**config.mk**
```make
export PLATFORM = sky130hd
export DESIGN_NAME = t1gr_regs
export DESIGN_NICKNAME = d
export VERILOG_FILES = /design/src/core/t1gr_pkg.sv /design/src/core/t1gr_regs.sv
export VERILOG_INCLUDE_DIRS = /design/src /design/src/core
export SDC_FILE = /design/constraint.sdc
export NUM_CORES = 2
export LEC_CHECK = 0
export ABC_AREA = 1
export BUFFER_PORTS_ARGS = -buffer_cell sky130_fd_sc_hd__clkbuf_2
export CAP_MARGIN = 0
export CORE_MARGIN = 2
export CORE_UTILIZATION = 33
export CTS_BUF_LIST = sky130_fd_sc_hd__clkbuf_16
export CTS_CLUSTER_DIAMETER = 200
export DETAILED_ROUTE_END_ITERATION = 16
export GPL_ROUTABILITY_DRIVEN = 0
export MAX_ROUTING_LAYER = met4
export PLACE_DENSITY = 0.62
export SLEW_MARGIN = 20
export SYNTH_ARGS = -nofsm -noshare
export SYNTH_HDL_FRONTEND = slang
export SYNTH_SLANG_ARGS = --single-unit
export TNS_END_PERCENT = 30
```
**constraint.sdc**
```tcl
create_clock -name mclk_i -period 2 [get_ports mclk_i]
set_input_delay 0.2 -clock mclk_i [delete_from_list [all_inputs] [get_ports mclk_i]]
set_output_delay 0.2 -clock mclk_i [all_outputs]
set_load 0.005 [all_outputs]
```
**src/core/t1gr_map.svh**
```systemverilog
// register indices, field positions, reset values and timing for t1gr_regs
`ifndef T1GR_MAP_SVH
`define T1GR_MAP_SVH

// ----------------------------------------------------------------
// register indices (byte address is four times the index)
// ----------------------------------------------------------------
`define T1GR_IDX_REF_SEL     10'h007
`define T1GR_IDX_LINK_IRQ    10'h009
`define T1GR_IDX_TMR_EN      10'h00A
`define T1GR_IDX_TMR_FLAG    10'h00B
`define T1GR_IDX_WIN_SEL     10'h00E
`define T1GR_IDX_WIN_DATA    10'h00F
`define T1GR_IDX_BP_CFG      10'h010
`define T1GR_IDX_NOSIG_CFG   10'h03E
// per-link offsets, link number sits in index bits 9:8
`define T1GR_OFS_DEJIT       8'h21
`define T1GR_OFS_PWR_CODE    8'h22
`define T1GR_OFS_DRV_SHAPE   8'h23
`define T1GR_OFS_AMP         8'h24
`define T1GR_OFS_TRAM_CTL    8'h25
`define T1GR_OFS_TRAM_DATA   8'h26
`define T1GR_OFS_GAP         8'h38

// ----------------------------------------------------------------
// field positions
// ----------------------------------------------------------------
`define T1GR_DEJ_PEAK   5
`define T1GR_DEJ_WIDE   4
`define T1GR_DEJ_EN     3
`define T1GR_DEJ_DP_HI  2
`define T1GR_DEJ_DP_LO  1
`define T1GR_DEJ_CORNER 0
`define T1GR_DRV_DFM   5
`define T1GR_DRV_FLOAT 4
`define T1GR_TRAM_GO   7
`define T1GR_TRAM_RD   6
`define T1GR_PERF_LAST 4'hB

// ----------------------------------------------------------------
// reset values
// ----------------------------------------------------------------
`define T1GR_RST_BP    5'h16
`define T1GR_RST_DRV   6'h10
`define T1GR_RST_AMP   6'h21

// ----------------------------------------------------------------
// timing
// ----------------------------------------------------------------
`define T1GR_SEC_TIME_MS 1000
`define T1GR_CLK_MHZ     250

`endif

```
**src/core/t1gr_pkg.sv**
```systemverilog
// types for the t1 global and transmit line register bank
`default_nettype none
package t1gr_pkg;

  // ----------------------------------------------------------------
  // bus answer phase
  // ----------------------------------------------------------------
  typedef enum logic {
    T1GR_IDLE,
    T1GR_ANSWER
  } t1gr_phase_type;

  // ----------------------------------------------------------------
  // whole state of the bank
  // ----------------------------------------------------------------
  typedef struct packed {
    t1gr_phase_type phase;
    logic waitreq;
    logic [7:0] rdata;
    logic [1:0] refa_pick;
    logic [1:0] refb_pick;
    logic nosig_choice;
    logic tmr_en;
    logic tmr_flag;
    logic [31:0] tmr_cnt;
    logic [1:0] perf_link;
    logic [3:0] perf_idx;
    logic [4:0] bp;
    logic [3:0][5:0] dej;
    logic [3:0] t_off;
    logic [3:0] line_code;
    logic [3:0][5:0] drv;
    logic [3:0][5:0] amp;
    logic [3:0][7:0] tram;
    logic [3:0][6:0] tdat;
    logic [3:0][6:0] gap;
    logic [3:0][63:0][6:0] ram;
    logic [3:0] rclk_s1;
    logic [3:0] rclk_s2;
    logic [3:0] nosig_s1;
    logic [3:0] nosig_s2;
    logic [15:0] pin_s1;
    logic [15:0] pin_s2;
    logic half;
    logic refa;
    logic refb;
    logic irq;
    logic [15:0] pin_sel;
    logic [3:0] drv_hiz;
    logic [3:0] track;
    logic [3:0][5:0] amp_out;
  } t1gr_state_type;

endpackage : t1gr_pkg
`default_nettype wire

```
**src/core/t1gr_regs.sv**
```systemverilog
// global and per-link transmit line register bank on avalon-mm
`timescale 1ns/1ns
`default_nettype none
`include "t1gr_map.svh"

// Function
// - without signal loss, ref outputs follow recovered clock of picked link
// - on signal loss, ref outputs give master clock or high level
// - read-only summary shows one pending-interrupt bit per link
// - timer interrupt asserted only while enable and expiry flag both set
// - expiry flag set each second, cleared only by writing one
// - two-bit link pick chooses which link's counters are visible
// - four-bit index picks counter byte, 00h to 0Bh mapped
// - access data register returns the addressed counter byte
// - shared receive slave bit routes link-1 receive clock and frame
// - shared transmit slave bit routes link-1 transmit clock and frame
// - receive and transmit bits select multiplexed or non-multiplexed mode
// - bus-select bit picks multiplexed bus a or b for transmit
// - pointer gap tracks distance, or holds peak in test mode
// - wide bandwidth tracks jitter near overflow or underflow margin
// - enable bit and depth field: 128, 64 or 32 bits
// - corner bit selects 5 hz or 1.26 hz transfer corner
// - power-down bit powers transmit path down, driver high impedance
// - line-code bit selects b8zs at zero, ami at one
// - float bit floats only driver; monitor enable bit kept
// - shape selector picks template; 11xx is user waveform
// - amplitude trim scales output only in user waveform mode
// - ram address is interval number and sample index
// - per-link data field written into or read from template ram
module t1gr_regs #(
  parameter int SEC_CYCLES = `T1GR_SEC_TIME_MS * `T1GR_CLK_MHZ * 1000
) (
  input wire logic mclk_i,                        // master clock
  input wire logic rst_n_i,                       // async reset, low
  input wire logic [11:0] avs_address_i,          // byte address
  input wire logic avs_read_i,                    // read request
  input wire logic avs_write_i,                   // write request
  input wire logic [31:0] avs_writedata_i,        // write data
  input wire logic [3:0] avs_byteenable_i,        // byte lanes
  output logic [31:0] avs_readdata_o,             // read data
  output logic avs_waitrequest_o,                 // stall
  input wire logic [3:0] recovered_clk_i,         // per-link rx clock
  input wire logic [3:0] no_signal_state_i,       // per-link loss
  input wire logic [3:0] link_irq_flag_i,         // per-link pending
  input wire logic [3:0][11:0][7:0] perf_monitor_i, // counter bytes
  input wire logic [3:0][6:0] tx_gap_now_i,       // buffer distance
  input wire logic rx_all_slave_i,                // all rx slaves
  input wire logic tx_all_slave_i,                // all tx slaves
  input wire logic [3:0] rx_sys_clk_pin_i,        // rx sys clock pins
  input wire logic [3:0] rx_sys_frame_pin_i,      // rx frame pins
  input wire logic [3:0] tx_sys_clk_pin_i,        // tx sys clock pins
  input wire logic [3:0] tx_sys_frame_pin_i,      // tx frame pins
  output logic ref_clock_out_a_o,                 // reference out a
  output logic ref_clock_out_b_o,                 // reference out b
  output logic sec_timer_irq_o,                   // timer interrupt
  output logic [3:0] rx_sys_clk_o,                // chosen rx clock
  output logic [3:0] rx_sys_frame_o,              // chosen rx frame
  output logic [3:0] tx_sys_clk_o,                // chosen tx clock
  output logic [3:0] tx_sys_frame_o,              // chosen tx frame
  output logic rx_sys_shared_bus_o,               // rx multiplexed
  output logic tx_sys_shared_bus_o,               // tx multiplexed
  output logic tx_bus_pick_o,                     // 1 bus a, 0 bus b
  output logic [3:0] tx_dejitter_en_o,            // attenuator on
  output logic [3:0][1:0] tx_dejitter_depth_o,    // depth code
  output logic [3:0] tx_dejitter_corner_o,        // 0 5hz, 1 1.26hz
  output logic [3:0] tx_dejitter_track_o,         // tracking jitter
  output logic [3:0][6:0] tx_ptr_gap_o,           // gap indication
  output logic [3:0] tx_power_down_o,             // path powered down
  output logic [3:0] tx_line_code_pick_o,         // 0 b8zs, 1 ami
  output logic [3:0] tx_driver_hiz_o,             // driver floated
  output logic [3:0] driver_fail_mon_en_o,        // monitor enable
  output logic [3:0][3:0] tx_shape_pick_o,        // template code
  output logic [3:0][5:0] amp_trim_o              // active trim
);

  t1gr_pkg::t1gr_state_type s_q;
  t1gr_pkg::t1gr_state_type s_d;
  logic [9:0] idx;
  logic [1:0] lk;
  logic [7:0] wbyte;
  logic wr_ok;

  // ----------------------------------------------------------------
  // decode helpers
  // ----------------------------------------------------------------
  // per-link register match, index bits 9:8 carry the link
  function automatic logic is_link_reg(input logic [9:0] i,
                                       input logic [7:0] ofs);
    is_link_reg = (i[7:0] == ofs);
  endfunction : is_link_reg

  // guard band in bits, deeper buffer keeps a wider band
  function automatic logic [7:0] margin_of(input logic [1:0] dp);
    case (dp)
      2'h0: margin_of = 8'h04;
      2'h1: margin_of = 8'h03;
      default: margin_of = 8'h02;
    endcase
  endfunction : margin_of

  // buffer depth from the depth code
  function automatic logic [7:0] depth_of(input logic [1:0] dp);
    case (dp)
      2'h0: depth_of = 8'h80;
      2'h1: depth_of = 8'h40;
      default: depth_of = 8'h20;
    endcase
  endfunction : depth_of

  // user waveform selected by shape code 11xx
  function automatic logic user_shape(input logic [5:0] d);
    user_shape = (d[3:2] == 2'h3);
  endfunction : user_shape

  // read mux over every mapped register
  function automatic logic [7:0] rd_byte(input logic [9:0] i);
    logic [1:0] l;
    logic [7:0] r;
    l = i[9:8];
    r = 8'h00;
    if (i == `T1GR_IDX_REF_SEL) begin
      r = {3'h0, s_q.refb_pick, 1'b0, s_q.refa_pick};
    end else if (i == `T1GR_IDX_LINK_IRQ) begin
      r = {4'h0, link_irq_flag_i};
    end else if (i == `T1GR_IDX_TMR_EN) begin
      r = {7'h00, s_q.tmr_en};
    end else if (i == `T1GR_IDX_TMR_FLAG) begin
      r = {7'h00, s_q.tmr_flag};
    end else if (i == `T1GR_IDX_WIN_SEL) begin
      r = {1'b0, s_q.perf_link, 1'b0, s_q.perf_idx};
    end else if (i == `T1GR_IDX_WIN_DATA) begin
      if (s_q.perf_idx <= `T1GR_PERF_LAST) begin
        r = perf_monitor_i[s_q.perf_link][s_q.perf_idx];
      end
    end else if (i == `T1GR_IDX_BP_CFG) begin
      r = {3'h0, s_q.bp};
    end else if (i == `T1GR_IDX_NOSIG_CFG) begin
      r = {7'h00, s_q.nosig_choice};
    end else if (is_link_reg(i, `T1GR_OFS_DEJIT)) begin
      r = {2'h0, s_q.dej[l]};
    end else if (is_link_reg(i, `T1GR_OFS_PWR_CODE)) begin
      r = {3'h0, s_q.t_off[l], 3'h0, s_q.line_code[l]};
    end else if (is_link_reg(i, `T1GR_OFS_DRV_SHAPE)) begin
      r = {2'h0, s_q.drv[l]};
    end else if (is_link_reg(i, `T1GR_OFS_AMP)) begin
      r = {2'h0, s_q.amp[l]};
    end else if (is_link_reg(i, `T1GR_OFS_TRAM_CTL)) begin
      r = s_q.tram[l];
    end else if (is_link_reg(i, `T1GR_OFS_TRAM_DATA)) begin
      r = {1'b0, s_q.tdat[l]};
    end else if (is_link_reg(i, `T1GR_OFS_GAP)) begin
      r = {1'b0, s_q.gap[l]};
    end
    rd_byte = r;
  endfunction : rd_byte

  // ----------------------------------------------------------------
  // next-state logic
  // ----------------------------------------------------------------
  always_comb begin
    s_d = s_q;
    idx = avs_address_i[11:2];
    lk = idx[9:8];
    wbyte = avs_writedata_i[7:0];
    wr_ok = 1'b0;

    // two-stage synchronisers for pins and foreign clocks
    s_d.rclk_s1 = recovered_clk_i;
    s_d.rclk_s2 = s_q.rclk_s1;
    s_d.nosig_s1 = no_signal_state_i;
    s_d.nosig_s2 = s_q.nosig_s1;
    s_d.pin_s1 = {tx_sys_frame_pin_i, tx_sys_clk_pin_i,
                  rx_sys_frame_pin_i, rx_sys_clk_pin_i};
    s_d.pin_s2 = s_q.pin_s1;

    // bus answer: one stall cycle, then waitrequest low for one cycle
    case (s_q.phase)
      t1gr_pkg::T1GR_IDLE: begin
        s_d.waitreq = 1'b1;
        if (avs_read_i || avs_write_i) begin
          s_d.phase = t1gr_pkg::T1GR_ANSWER;
          s_d.waitreq = 1'b0;
          s_d.rdata = avs_read_i ? rd_byte(idx) : 8'h00;
        end
      end
      t1gr_pkg::T1GR_ANSWER: begin
        s_d.phase = t1gr_pkg::T1GR_IDLE;
        s_d.waitreq = 1'b1;
        wr_ok = avs_write_i && avs_byteenable_i[0];
      end
      default: begin
        s_d.phase = t1gr_pkg::T1GR_IDLE;
        s_d.waitreq = 1'b1;
      end
    endcase

    // register writes take effect at the accepting edge
    if (wr_ok) begin
      if (idx == `T1GR_IDX_REF_SEL) begin
        s_d.refa_pick = wbyte[1:0];
        s_d.refb_pick = wbyte[4:3];
      end else if (idx == `T1GR_IDX_TMR_EN) begin
        s_d.tmr_en = wbyte[0];
      end else if (idx == `T1GR_IDX_TMR_FLAG) begin
        if (wbyte[0]) begin
          s_d.tmr_flag = 1'b0;
        end
      end else if (idx == `T1GR_IDX_WIN_SEL) begin
        s_d.perf_link = wbyte[6:5];
        s_d.perf_idx = wbyte[3:0];
      end else if (idx == `T1GR_IDX_BP_CFG) begin
        s_d.bp = wbyte[4:0];
      end else if (idx == `T1GR_IDX_NOSIG_CFG) begin
        s_d.nosig_choice = wbyte[0];
      end else if (is_link_reg(idx, `T1GR_OFS_DEJIT)) begin
        s_d.dej[lk] = wbyte[5:0];
      end else if (is_link_reg(idx, `T1GR_OFS_PWR_CODE)) begin
        s_d.t_off[lk] = wbyte[4];
        s_d.line_code[lk] = wbyte[0];
      end else if (is_link_reg(idx, `T1GR_OFS_DRV_SHAPE)) begin
        s_d.drv[lk] = wbyte[5:0];
      end else if (is_link_reg(idx, `T1GR_OFS_AMP)) begin
        s_d.amp[lk] = wbyte[5:0];
      end else if (is_link_reg(idx, `T1GR_OFS_TRAM_CTL)) begin
        s_d.tram[lk] = wbyte;
      end else if (is_link_reg(idx, `T1GR_OFS_TRAM_DATA)) begin
        s_d.tdat[lk] = wbyte[6:0];
      end
    end

    // one-second timer; a tick beats a clear in the same cycle
    if (s_q.tmr_cnt == 32'(SEC_CYCLES - 1)) begin
      s_d.tmr_cnt = 32'h0000_0000;
      s_d.tmr_flag = 1'b1;
    end else begin
      s_d.tmr_cnt = s_q.tmr_cnt + 32'h0000_0001;
    end

    s_d.irq = s_d.tmr_flag && s_d.tmr_en;

    // reference outputs; master clock is carried as a half-rate toggle
    s_d.half = ~s_q.half;
    if (s_q.nosig_s2[s_q.refa_pick]) begin
      s_d.refa = s_q.nosig_choice ? 1'b1 : s_q.half;
    end else begin
      s_d.refa = s_q.rclk_s2[s_q.refa_pick];
    end
    if (s_q.nosig_s2[s_q.refb_pick]) begin
      s_d.refb = s_q.nosig_choice ? 1'b1 : s_q.half;
    end else begin
      s_d.refb = s_q.rclk_s2[s_q.refb_pick];
    end

    // per-link logic
    for (int l = 0; l < 4; l++) begin
      if (rx_all_slave_i && s_q.bp[4]) begin
        s_d.pin_sel[l] = s_q.pin_s2[0];
        s_d.pin_sel[4 + l] = s_q.pin_s2[4];
      end else begin
        s_d.pin_sel[l] = s_q.pin_s2[l];
        s_d.pin_sel[4 + l] = s_q.pin_s2[4 + l];
      end
      if (tx_all_slave_i && s_q.bp[1]) begin
        s_d.pin_sel[8 + l] = s_q.pin_s2[8];
        s_d.pin_sel[12 + l] = s_q.pin_s2[12];
      end else begin
        s_d.pin_sel[8 + l] = s_q.pin_s2[8 + l];
        s_d.pin_sel[12 + l] = s_q.pin_s2[12 + l];
      end

      if (!s_q.dej[l][`T1GR_DEJ_PEAK] || (tx_gap_now_i[l] > s_q.gap[l])) begin
        s_d.gap[l] = tx_gap_now_i[l];
      end

      s_d.track[l] = s_q.dej[l][`T1GR_DEJ_EN] && s_q.dej[l][`T1GR_DEJ_WIDE] &&
        (({1'b0, tx_gap_now_i[l]} <=
          margin_of(s_q.dej[l][`T1GR_DEJ_DP_HI:`T1GR_DEJ_DP_LO])) ||
         ({1'b0, tx_gap_now_i[l]} >=
          (depth_of(s_q.dej[l][`T1GR_DEJ_DP_HI:`T1GR_DEJ_DP_LO]) -
           margin_of(s_q.dej[l][`T1GR_DEJ_DP_HI:`T1GR_DEJ_DP_LO]))));

      s_d.drv_hiz[l] = s_q.t_off[l] || s_q.drv[l][`T1GR_DRV_FLOAT];

      // trim only in user waveform mode
      s_d.amp_out[l] = user_shape(s_q.drv[l]) ? s_q.amp[l] : 6'h00;

      // template ram access, go clears when done
      if (s_q.tram[l][`T1GR_TRAM_GO] && user_shape(s_q.drv[l])) begin
        if (s_q.tram[l][`T1GR_TRAM_RD]) begin
          s_d.tdat[l] = s_q.ram[l][s_q.tram[l][5:0]];
        end else begin
          s_d.ram[l][s_q.tram[l][5:0]] = s_q.tdat[l];
        end
        s_d.tram[l][`T1GR_TRAM_GO] = 1'b0;
      end
    end
  end

  // ----------------------------------------------------------------
  // state register
  // ----------------------------------------------------------------
  always_ff @(posedge mclk_i or negedge rst_n_i) begin
    if (!rst_n_i) begin
      s_q <= '0;
      s_q.waitreq <= 1'b1;
      s_q.bp <= `T1GR_RST_BP;
      s_q.drv <= {4{`T1GR_RST_DRV}};
      s_q.amp <= {4{`T1GR_RST_AMP}};
      s_q.drv_hiz <= 4'hF;
    end else begin
      s_q <= s_d;
    end
  end

  // ----------------------------------------------------------------
  // outputs, all straight from the state register
  // ----------------------------------------------------------------
  assign avs_readdata_o = {24'h00_0000, s_q.rdata};
  assign avs_waitrequest_o = s_q.waitreq;
  assign ref_clock_out_a_o = s_q.refa;
  assign ref_clock_out_b_o = s_q.refb;
  assign sec_timer_irq_o = s_q.irq;
  assign rx_sys_clk_o = s_q.pin_sel[3:0];
  assign rx_sys_frame_o = s_q.pin_sel[7:4];
  assign tx_sys_clk_o = s_q.pin_sel[11:8];
  assign tx_sys_frame_o = s_q.pin_sel[15:12];
  assign rx_sys_shared_bus_o = s_q.bp[3];
  assign tx_bus_pick_o = s_q.bp[2];
  assign tx_sys_shared_bus_o = s_q.bp[0];
  assign tx_ptr_gap_o = s_q.gap;
  assign tx_dejitter_track_o = s_q.track;
  assign tx_power_down_o = s_q.t_off;
  assign tx_line_code_pick_o = s_q.line_code;
  assign tx_driver_hiz_o = s_q.drv_hiz;
  assign amp_trim_o = s_q.amp_out;

  // per-link configuration fields
  generate
    for (genvar g = 0; g < 4; g++) begin : g_link
      assign tx_dejitter_en_o[g] = s_q.dej[g][`T1GR_DEJ_EN];
      assign tx_dejitter_depth_o[g] =
        s_q.dej[g][`T1GR_DEJ_DP_HI:`T1GR_DEJ_DP_LO];
      assign tx_dejitter_corner_o[g] = s_q.dej[g][`T1GR_DEJ_CORNER];
      assign driver_fail_mon_en_o[g] = s_q.drv[g][`T1GR_DRV_DFM];
      assign tx_shape_pick_o[g] = s_q.drv[g][3:0];
    end
  endgenerate

endmodule : t1gr_regs
`default_nettype wire

```
======== Word-level counts from Yosys, hierarchy flattened ========
Index checks and enable logic that the tools add are counted.
word-level totals
  bits in registers ....................... 2120
  input port bits ......................... 494
  output and inout port bits .............. 159
  logic and storage cells ................. 639
cells by class
  add/sub/neg operators ................... 5
  $lt $le $gt $ge ......................... 27
  equal/unequal tests ..................... 64
  muxes and demuxes ....................... 144
  bitwise operators ....................... 16
  reduce and logical (&&, ||, !) cells .... 68
operators by type and width
  cell                   number
  $bwmux 448             4
  $mux 60                11
  $bmux 96 s2            1
  $bmux 7 s6             4
  $demux 7 s6            4
  $mux 8                 19
  $mux 7                 20
  $mux 96                1
  $ne 2x1->1 const B     40
  $bwmux 24              3
  $mux 32                2
  $pmux 8 s2             4
  $reduce_and 12->1      5
  $eq 8x6->1 const B     7
  $mux 28                2
  $eq 10x4->1 const B    5
  $mux 6                 8
  $bmux 6 s2             3
  $add 32x1->32 const B  1
  $bmux 8 s4             1
  $bwmux 32              1
  $eq 32x28->1 const B   1
  $ge 7x8->1             4
  $le 7x8->1             4
  other kinds (41)       169

======== Logic depth before layout (Yosys ltp) ========
  depth after elaboration ................. 20
  depth in mapped cells ................... 17

======== Worst setup path before layout ========
Ideal clock, no wire load.
  path kind ............................... register -> register
  from .................................... register s_q[1973] in the netlist's numbering
  to ...................................... register s_q[1944] in the netlist's numbering
  arrival ................................. 1790 ps
  data required time ...................... 1880 ps
  slack ................................... 91 ps
  stages on the path, launching flop included .. 13
  path buffers ............................ 3
  clock period less this slack ............ 1909 ps
  cells stage by stage .................... dfrtp_1 > buf_2 > inv_1 > nand3_2 > inv_1 > buf_2 > buf_2 > a221oi_1 > nand4_1 > nand2_1 > nand3_1 > o21ai_0 > inv_1
RTL lines
  item         RTL line         RTL
  from (decl)  t1gr_regs.sv:76  t1gr_pkg::t1gr_state_type s_q;

======== Worst setup path in the final report ========
  from .................................... register s_q[2069] in the netlist's numbering
  to ...................................... register s_q, in the netlist avs_readdata_o[6]
between the ends
  cells in the longest elaborated chain, start to end .. 12
ends and longest elaborated chain
  item                           RTL line          RTL
  $bmux 96 s2                    t1gr_regs.sv:133  r = perf_monitor_i[s_q.perf_link][s_q.perf_idx];
  $mux 96 (implied by the code)  t1gr_regs.sv:133
  $bmux 8 s4                     t1gr_regs.sv:133
  $mux 8 (implied by the code)   t1gr_regs.sv:133
  $mux 8                         t1gr_regs.sv:132  if (s_q.perf_idx <= `T1GR_PERF_LAST) begin
  $mux 8                         t1gr_regs.sv:131  end else if (i == `T1GR_IDX_WIN_DATA) begin
  $mux 8                         t1gr_regs.sv:129  end else if (i == `T1GR_IDX_WIN_SEL) begin
  $mux 8                         t1gr_regs.sv:127  end else if (i == `T1GR_IDX_TMR_FLAG) begin
  $mux 8                         t1gr_regs.sv:125  end else if (i == `T1GR_IDX_TMR_EN) begin
  $mux 8                         t1gr_regs.sv:123  end else if (i == `T1GR_IDX_LINK_IRQ) begin
  $mux 8                         t1gr_regs.sv:121  if (i == `T1GR_IDX_REF_SEL) begin
  $mux 8                         t1gr_regs.sv:183  s_d.rdata = avs_read_i ? rd_byte(idx) : 8'h00;
Every way passes these cells. The select of a mux whose other input is x is not followed.
A chain may end at the register's enable or synchronous reset.

==> results_dict.tcl <==
set metrics [dict create \
    clkLatencyLatePin_ns 0.93 \
    hold_class "in -> reg" \
    clk_pin_slew_ns 0.06 \
    power_density_nw_per_um2 714 \
    wire_per_inst_um 24.0 \
    synth_top_family_by_area "simple AND/OR/NAND/NOR gates" \
    worst_pin_slew_ns 1.01 \
    stdcell_count 16700 \
    rr_startpoint "s_q[2069]$_DFFE_PN0P_" \
    wirelength_met1_mm 158 \
    synthTopCellsByArea "dfrtp_1 (55%), nand2_1 (14%), o21ai_0 (12%)" \
    drcViolationCount 0 \
    clock_path_buffers 4 \
    crit_type "reg -> reg" \
    die-area_um2 296000 \
    drive_gt1_share_pct 22.9 \
    cp-start-kind "flop" \
    antenna_left 0 \
    synth-edff-count 0 \
    rsz0062_at_grt "true" \
    grt_usage_pct 27.3 \
    crit_arrival_ns 3.18 \
    maxCapViolCount 0 \
    antenna_found_initial 63 \
    drtPass1Iterations 13 \
    coreArea_um2 290000 \
    cp_data_required_time_ns 2.80 \
    clockRootBuffer "clkbuf_16" \
    die_w_um 544 \
    layout_setup_ws_ns -0.377 \
    areaGrowthSynthToFinish_pct 29.6 \
    synthCells 11300 \
    p_leak_nw 57.1 \
    final_common_cell "nand2_1" \
    synth_seq_area_share_pct 55.2 \
    synth_simple_gate_area_share_pct 19.7 \
    synth_top_area_share_pct 54.7 \
    drt-initial-drc-count 11200 \
    reg2regPathDepth 12 \
    critPathCaptureType "flop" \
    io_buffers 599 \
    final_nets 13100 \
    wl_met3_mm 39.3 \
    cts_sinks 2120 \
    final_cell_mix "nand2_1 (3,451), o21ai_0 (2,119), dfrtp_1 (2,086)" \
    fin_worst_skew_ns 0.0839 \
    yosys_most_used_dff "dfrtp_1" \
    synth-xor-area-share_pct 0.173 \
    avgSynthCellArea_um2 8.50 \
    finalHoldViolations 0 \
    grt-ovfl-total 0 \
    crit_fanout 11 \
    async_reset_ff_share_pct 100 \
    violations "negative setup slack" \
    htreeDepth 4 \
    routed.top_layer "met4" \
    yosys-mux-area-fraction_pct 0.0104 \
    numCtsBuffers 231 \
    synth-compound-area-share_pct 18.2 \
    viasPerCell 5.39 \
    netlist_area_um2 96100 \
    ys_warn_count 0 \
    ys_types 61 \
    route.vias.total 90200 \
    wl_mm 402 \
    start_util_pct 33.1 \
    finalCriticalPeriod_ns 2.38 \
    maxClockFrequency_mhz 421 \
    synth_fa_ha_area_share_pct 0.833 \
    place_hpwl_mm 281 \
    dp_cells 16000 \
    status "finished, violations left" \
    ys_ff_latch 2120 \
    min_from "avs_address_i[4]" \
    r2r_end "avs_readdata_o[6]$_DFFE_PN0P_" \
    grt_pass1_vias 84900 \
    hold_depth 8 \
    min_to "s_q[2105]$_DFFE_PN0P_" \
    slew_headroom_pct 32.8 \
    fin_crit_sh_pct 119 \
    r2r_slack_ns -0.38 \
    die_y_um 544 \
    fin_hold_ws_ns 0.0606 \
    std_cell_rows 198 \
    setup_viol 51 \
    grt_max_degree 103 \
    pin_count 653 \
    slew_violations 0 \
    wl_met2_mm 176 \
    grt_pass1_wl_mm 587 \
    yosys.area.top_type "dfrtp_1" \
    peakVddDrop_uv 813 \
    cts_tree "yes" \
]
-- stage by stage --
stage               setup WS [ns]  TNS (ns)  power, mW  utilization, %  area [µm²]
floorplan                  0.0906         0       44.7               -       96300
global placement            -1.05    -29.76       47.5            38.2      111000
detailed placement         -0.926    -39.44       47.5            38.2      111000
CTS                        -0.245     -8.37       89.1            42.0      122000
global route               -0.397    -17.05       91.4            42.9      125000
finish                     -0.377     -9.08       88.9            42.9      125000
-- report_power, final --
part / switching (mW) / total [mW] / internal (mW)
sequential: 0.0831 / 43.1 / 43.0
clock: 18.5 / 41.7 / 23.2
combinational: 2.77 / 4.15 / 1.38
total: 21.4 / 88.9 / 67.6
-- worst max-delay path, stage by stage (launching register included) --
cell       delay (ns)
dfrtp_4          0.50
buf_12           0.16
buf_12           0.14
buf_4            0.15
clkbuf_16        0.16
nor2_1           0.26
o221ai_1         0.17
nand3_1          0.12
o211ai_1         0.11
nand3_1          0.16
nand2_1          0.10
a21oi_2          0.14
o21ai_1          0.08
-- metal layers --
metal,GRT usage [%],up-vias
li1,-,40700
met4,16.6,0
met3,7.06,1077
met1,34.3,43800
met5,-,-
met2,39.2,4696
-- state kept, by name, indices dropped and copies added (netlist names), 4 cells and up --
| name | cells |
|---|---|
| tx_dejitter_en_o | 4 |
| tx_line_code_pick_o | 4 |
| tx_ptr_gap_o | 28 |
| s_q | 1957 |
| tx_dejitter_track_o | 4 |
| amp_trim_o | 24 |
| tx_dejitter_depth_o | 8 |
| rx_sys_frame_o | 4 |
| s_d | 28 |
| tx_driver_hiz_o | 4 |
| tx_power_down_o | 4 |
| tx_shape_pick_o | 16 |
| driver_fail_mon_en_o | 4 |
| tx_sys_frame_o | 4 |
| tx_sys_clk_o | 4 |
| tx_dejitter_corner_o | 4 |
| avs_readdata_o | 8 |
| rx_sys_clk_o | 4 |
-- cell usage after synthesis (6+ instances only) --
library cell	number
buf_1	49
inv_1	352
dfstp_2	20
nor4_1	18
a22o_1	49
a221oi_1	140
o211ai_1	39
nand3_1	165
o31ai_1	14
or2_2	6
clkinv_1	15
a22oi_1	274
and3_1	32
a31oi_1	7
buf_4	155
o2111ai_1	6
buf_2	96
ha_1	64
o221ai_1	52
nand4_1	225
clkbuf_1	626
nor3_1	82
o21a_1	18
o21ai_0	2222
inv_2	28
o2bb2ai_1	24
nand2_2	7
nand3b_1	11
nand2_1	3673
o22ai_1	69
dfrtp_1	2100
a21oi_1	141
xor2_1	15
nor2_2	7
nor2_1	448
-- how the worst max path moves through the flow --
stage,from,endpoint,slack (ns),cells after the start
after global routing,s_q[2069]$_DFFE_PN0P_,avs_readdata_o[2]$_DFFE_PN0P_,-0.40,18
after CTS,s_q[1964]$_DFFE_PN0P_,s_q[1936]$_DFF_PN0_,-0.24,14
final,s_q[2069]$_DFFE_PN0P_,avs_readdata_o[6]$_DFFE_PN0P_,-0.38,12
after floorplan,s_q[1973]$_DFFE_PN0P_,s_q[1944]$_DFF_PN0_,0.09,12
after detailed placement,avs_address_i[10],s_q[1920]$_DFF_PN0_,-0.93,13
after global placement,avs_address_i[10],s_q[1925]$_DFF_PN0_,-1.05,14
-- final cells by class --
class	count	area [µm²]
clock inverters	194	1400
repair buffers	1944	17000
clock buffers	234	5860
multi-input cells	7898	40500
repair inverters	1	8.76
flip-flops and latches	2120	53100
well taps	3900	4880
inverters	395	1720
fillers	28300	166000
diodes	53	133
-- cell families after synthesis --
logic type | after synthesis
AO/OA/AOI/OAI | 3082
XOR/XNOR | 19
adder cells (fa/ha/maj) | 64
buffers and inverters | 1322
flip-flops | 2120
multiplexers | 1
other | 1
AND/OR/NAND/NOR | 4696
-- repair_timing --
action,4_1_cts,5_1_grt
setup endpoints to repair,541,1175
pin swaps,171,279
buffers inserted,75,61
resized for setup,516,544
hold buffers,98,0
cloned,20,10
endpoints found under the hold margin,2273,0
Note: power is estimated with default switching activity, not from simulation.
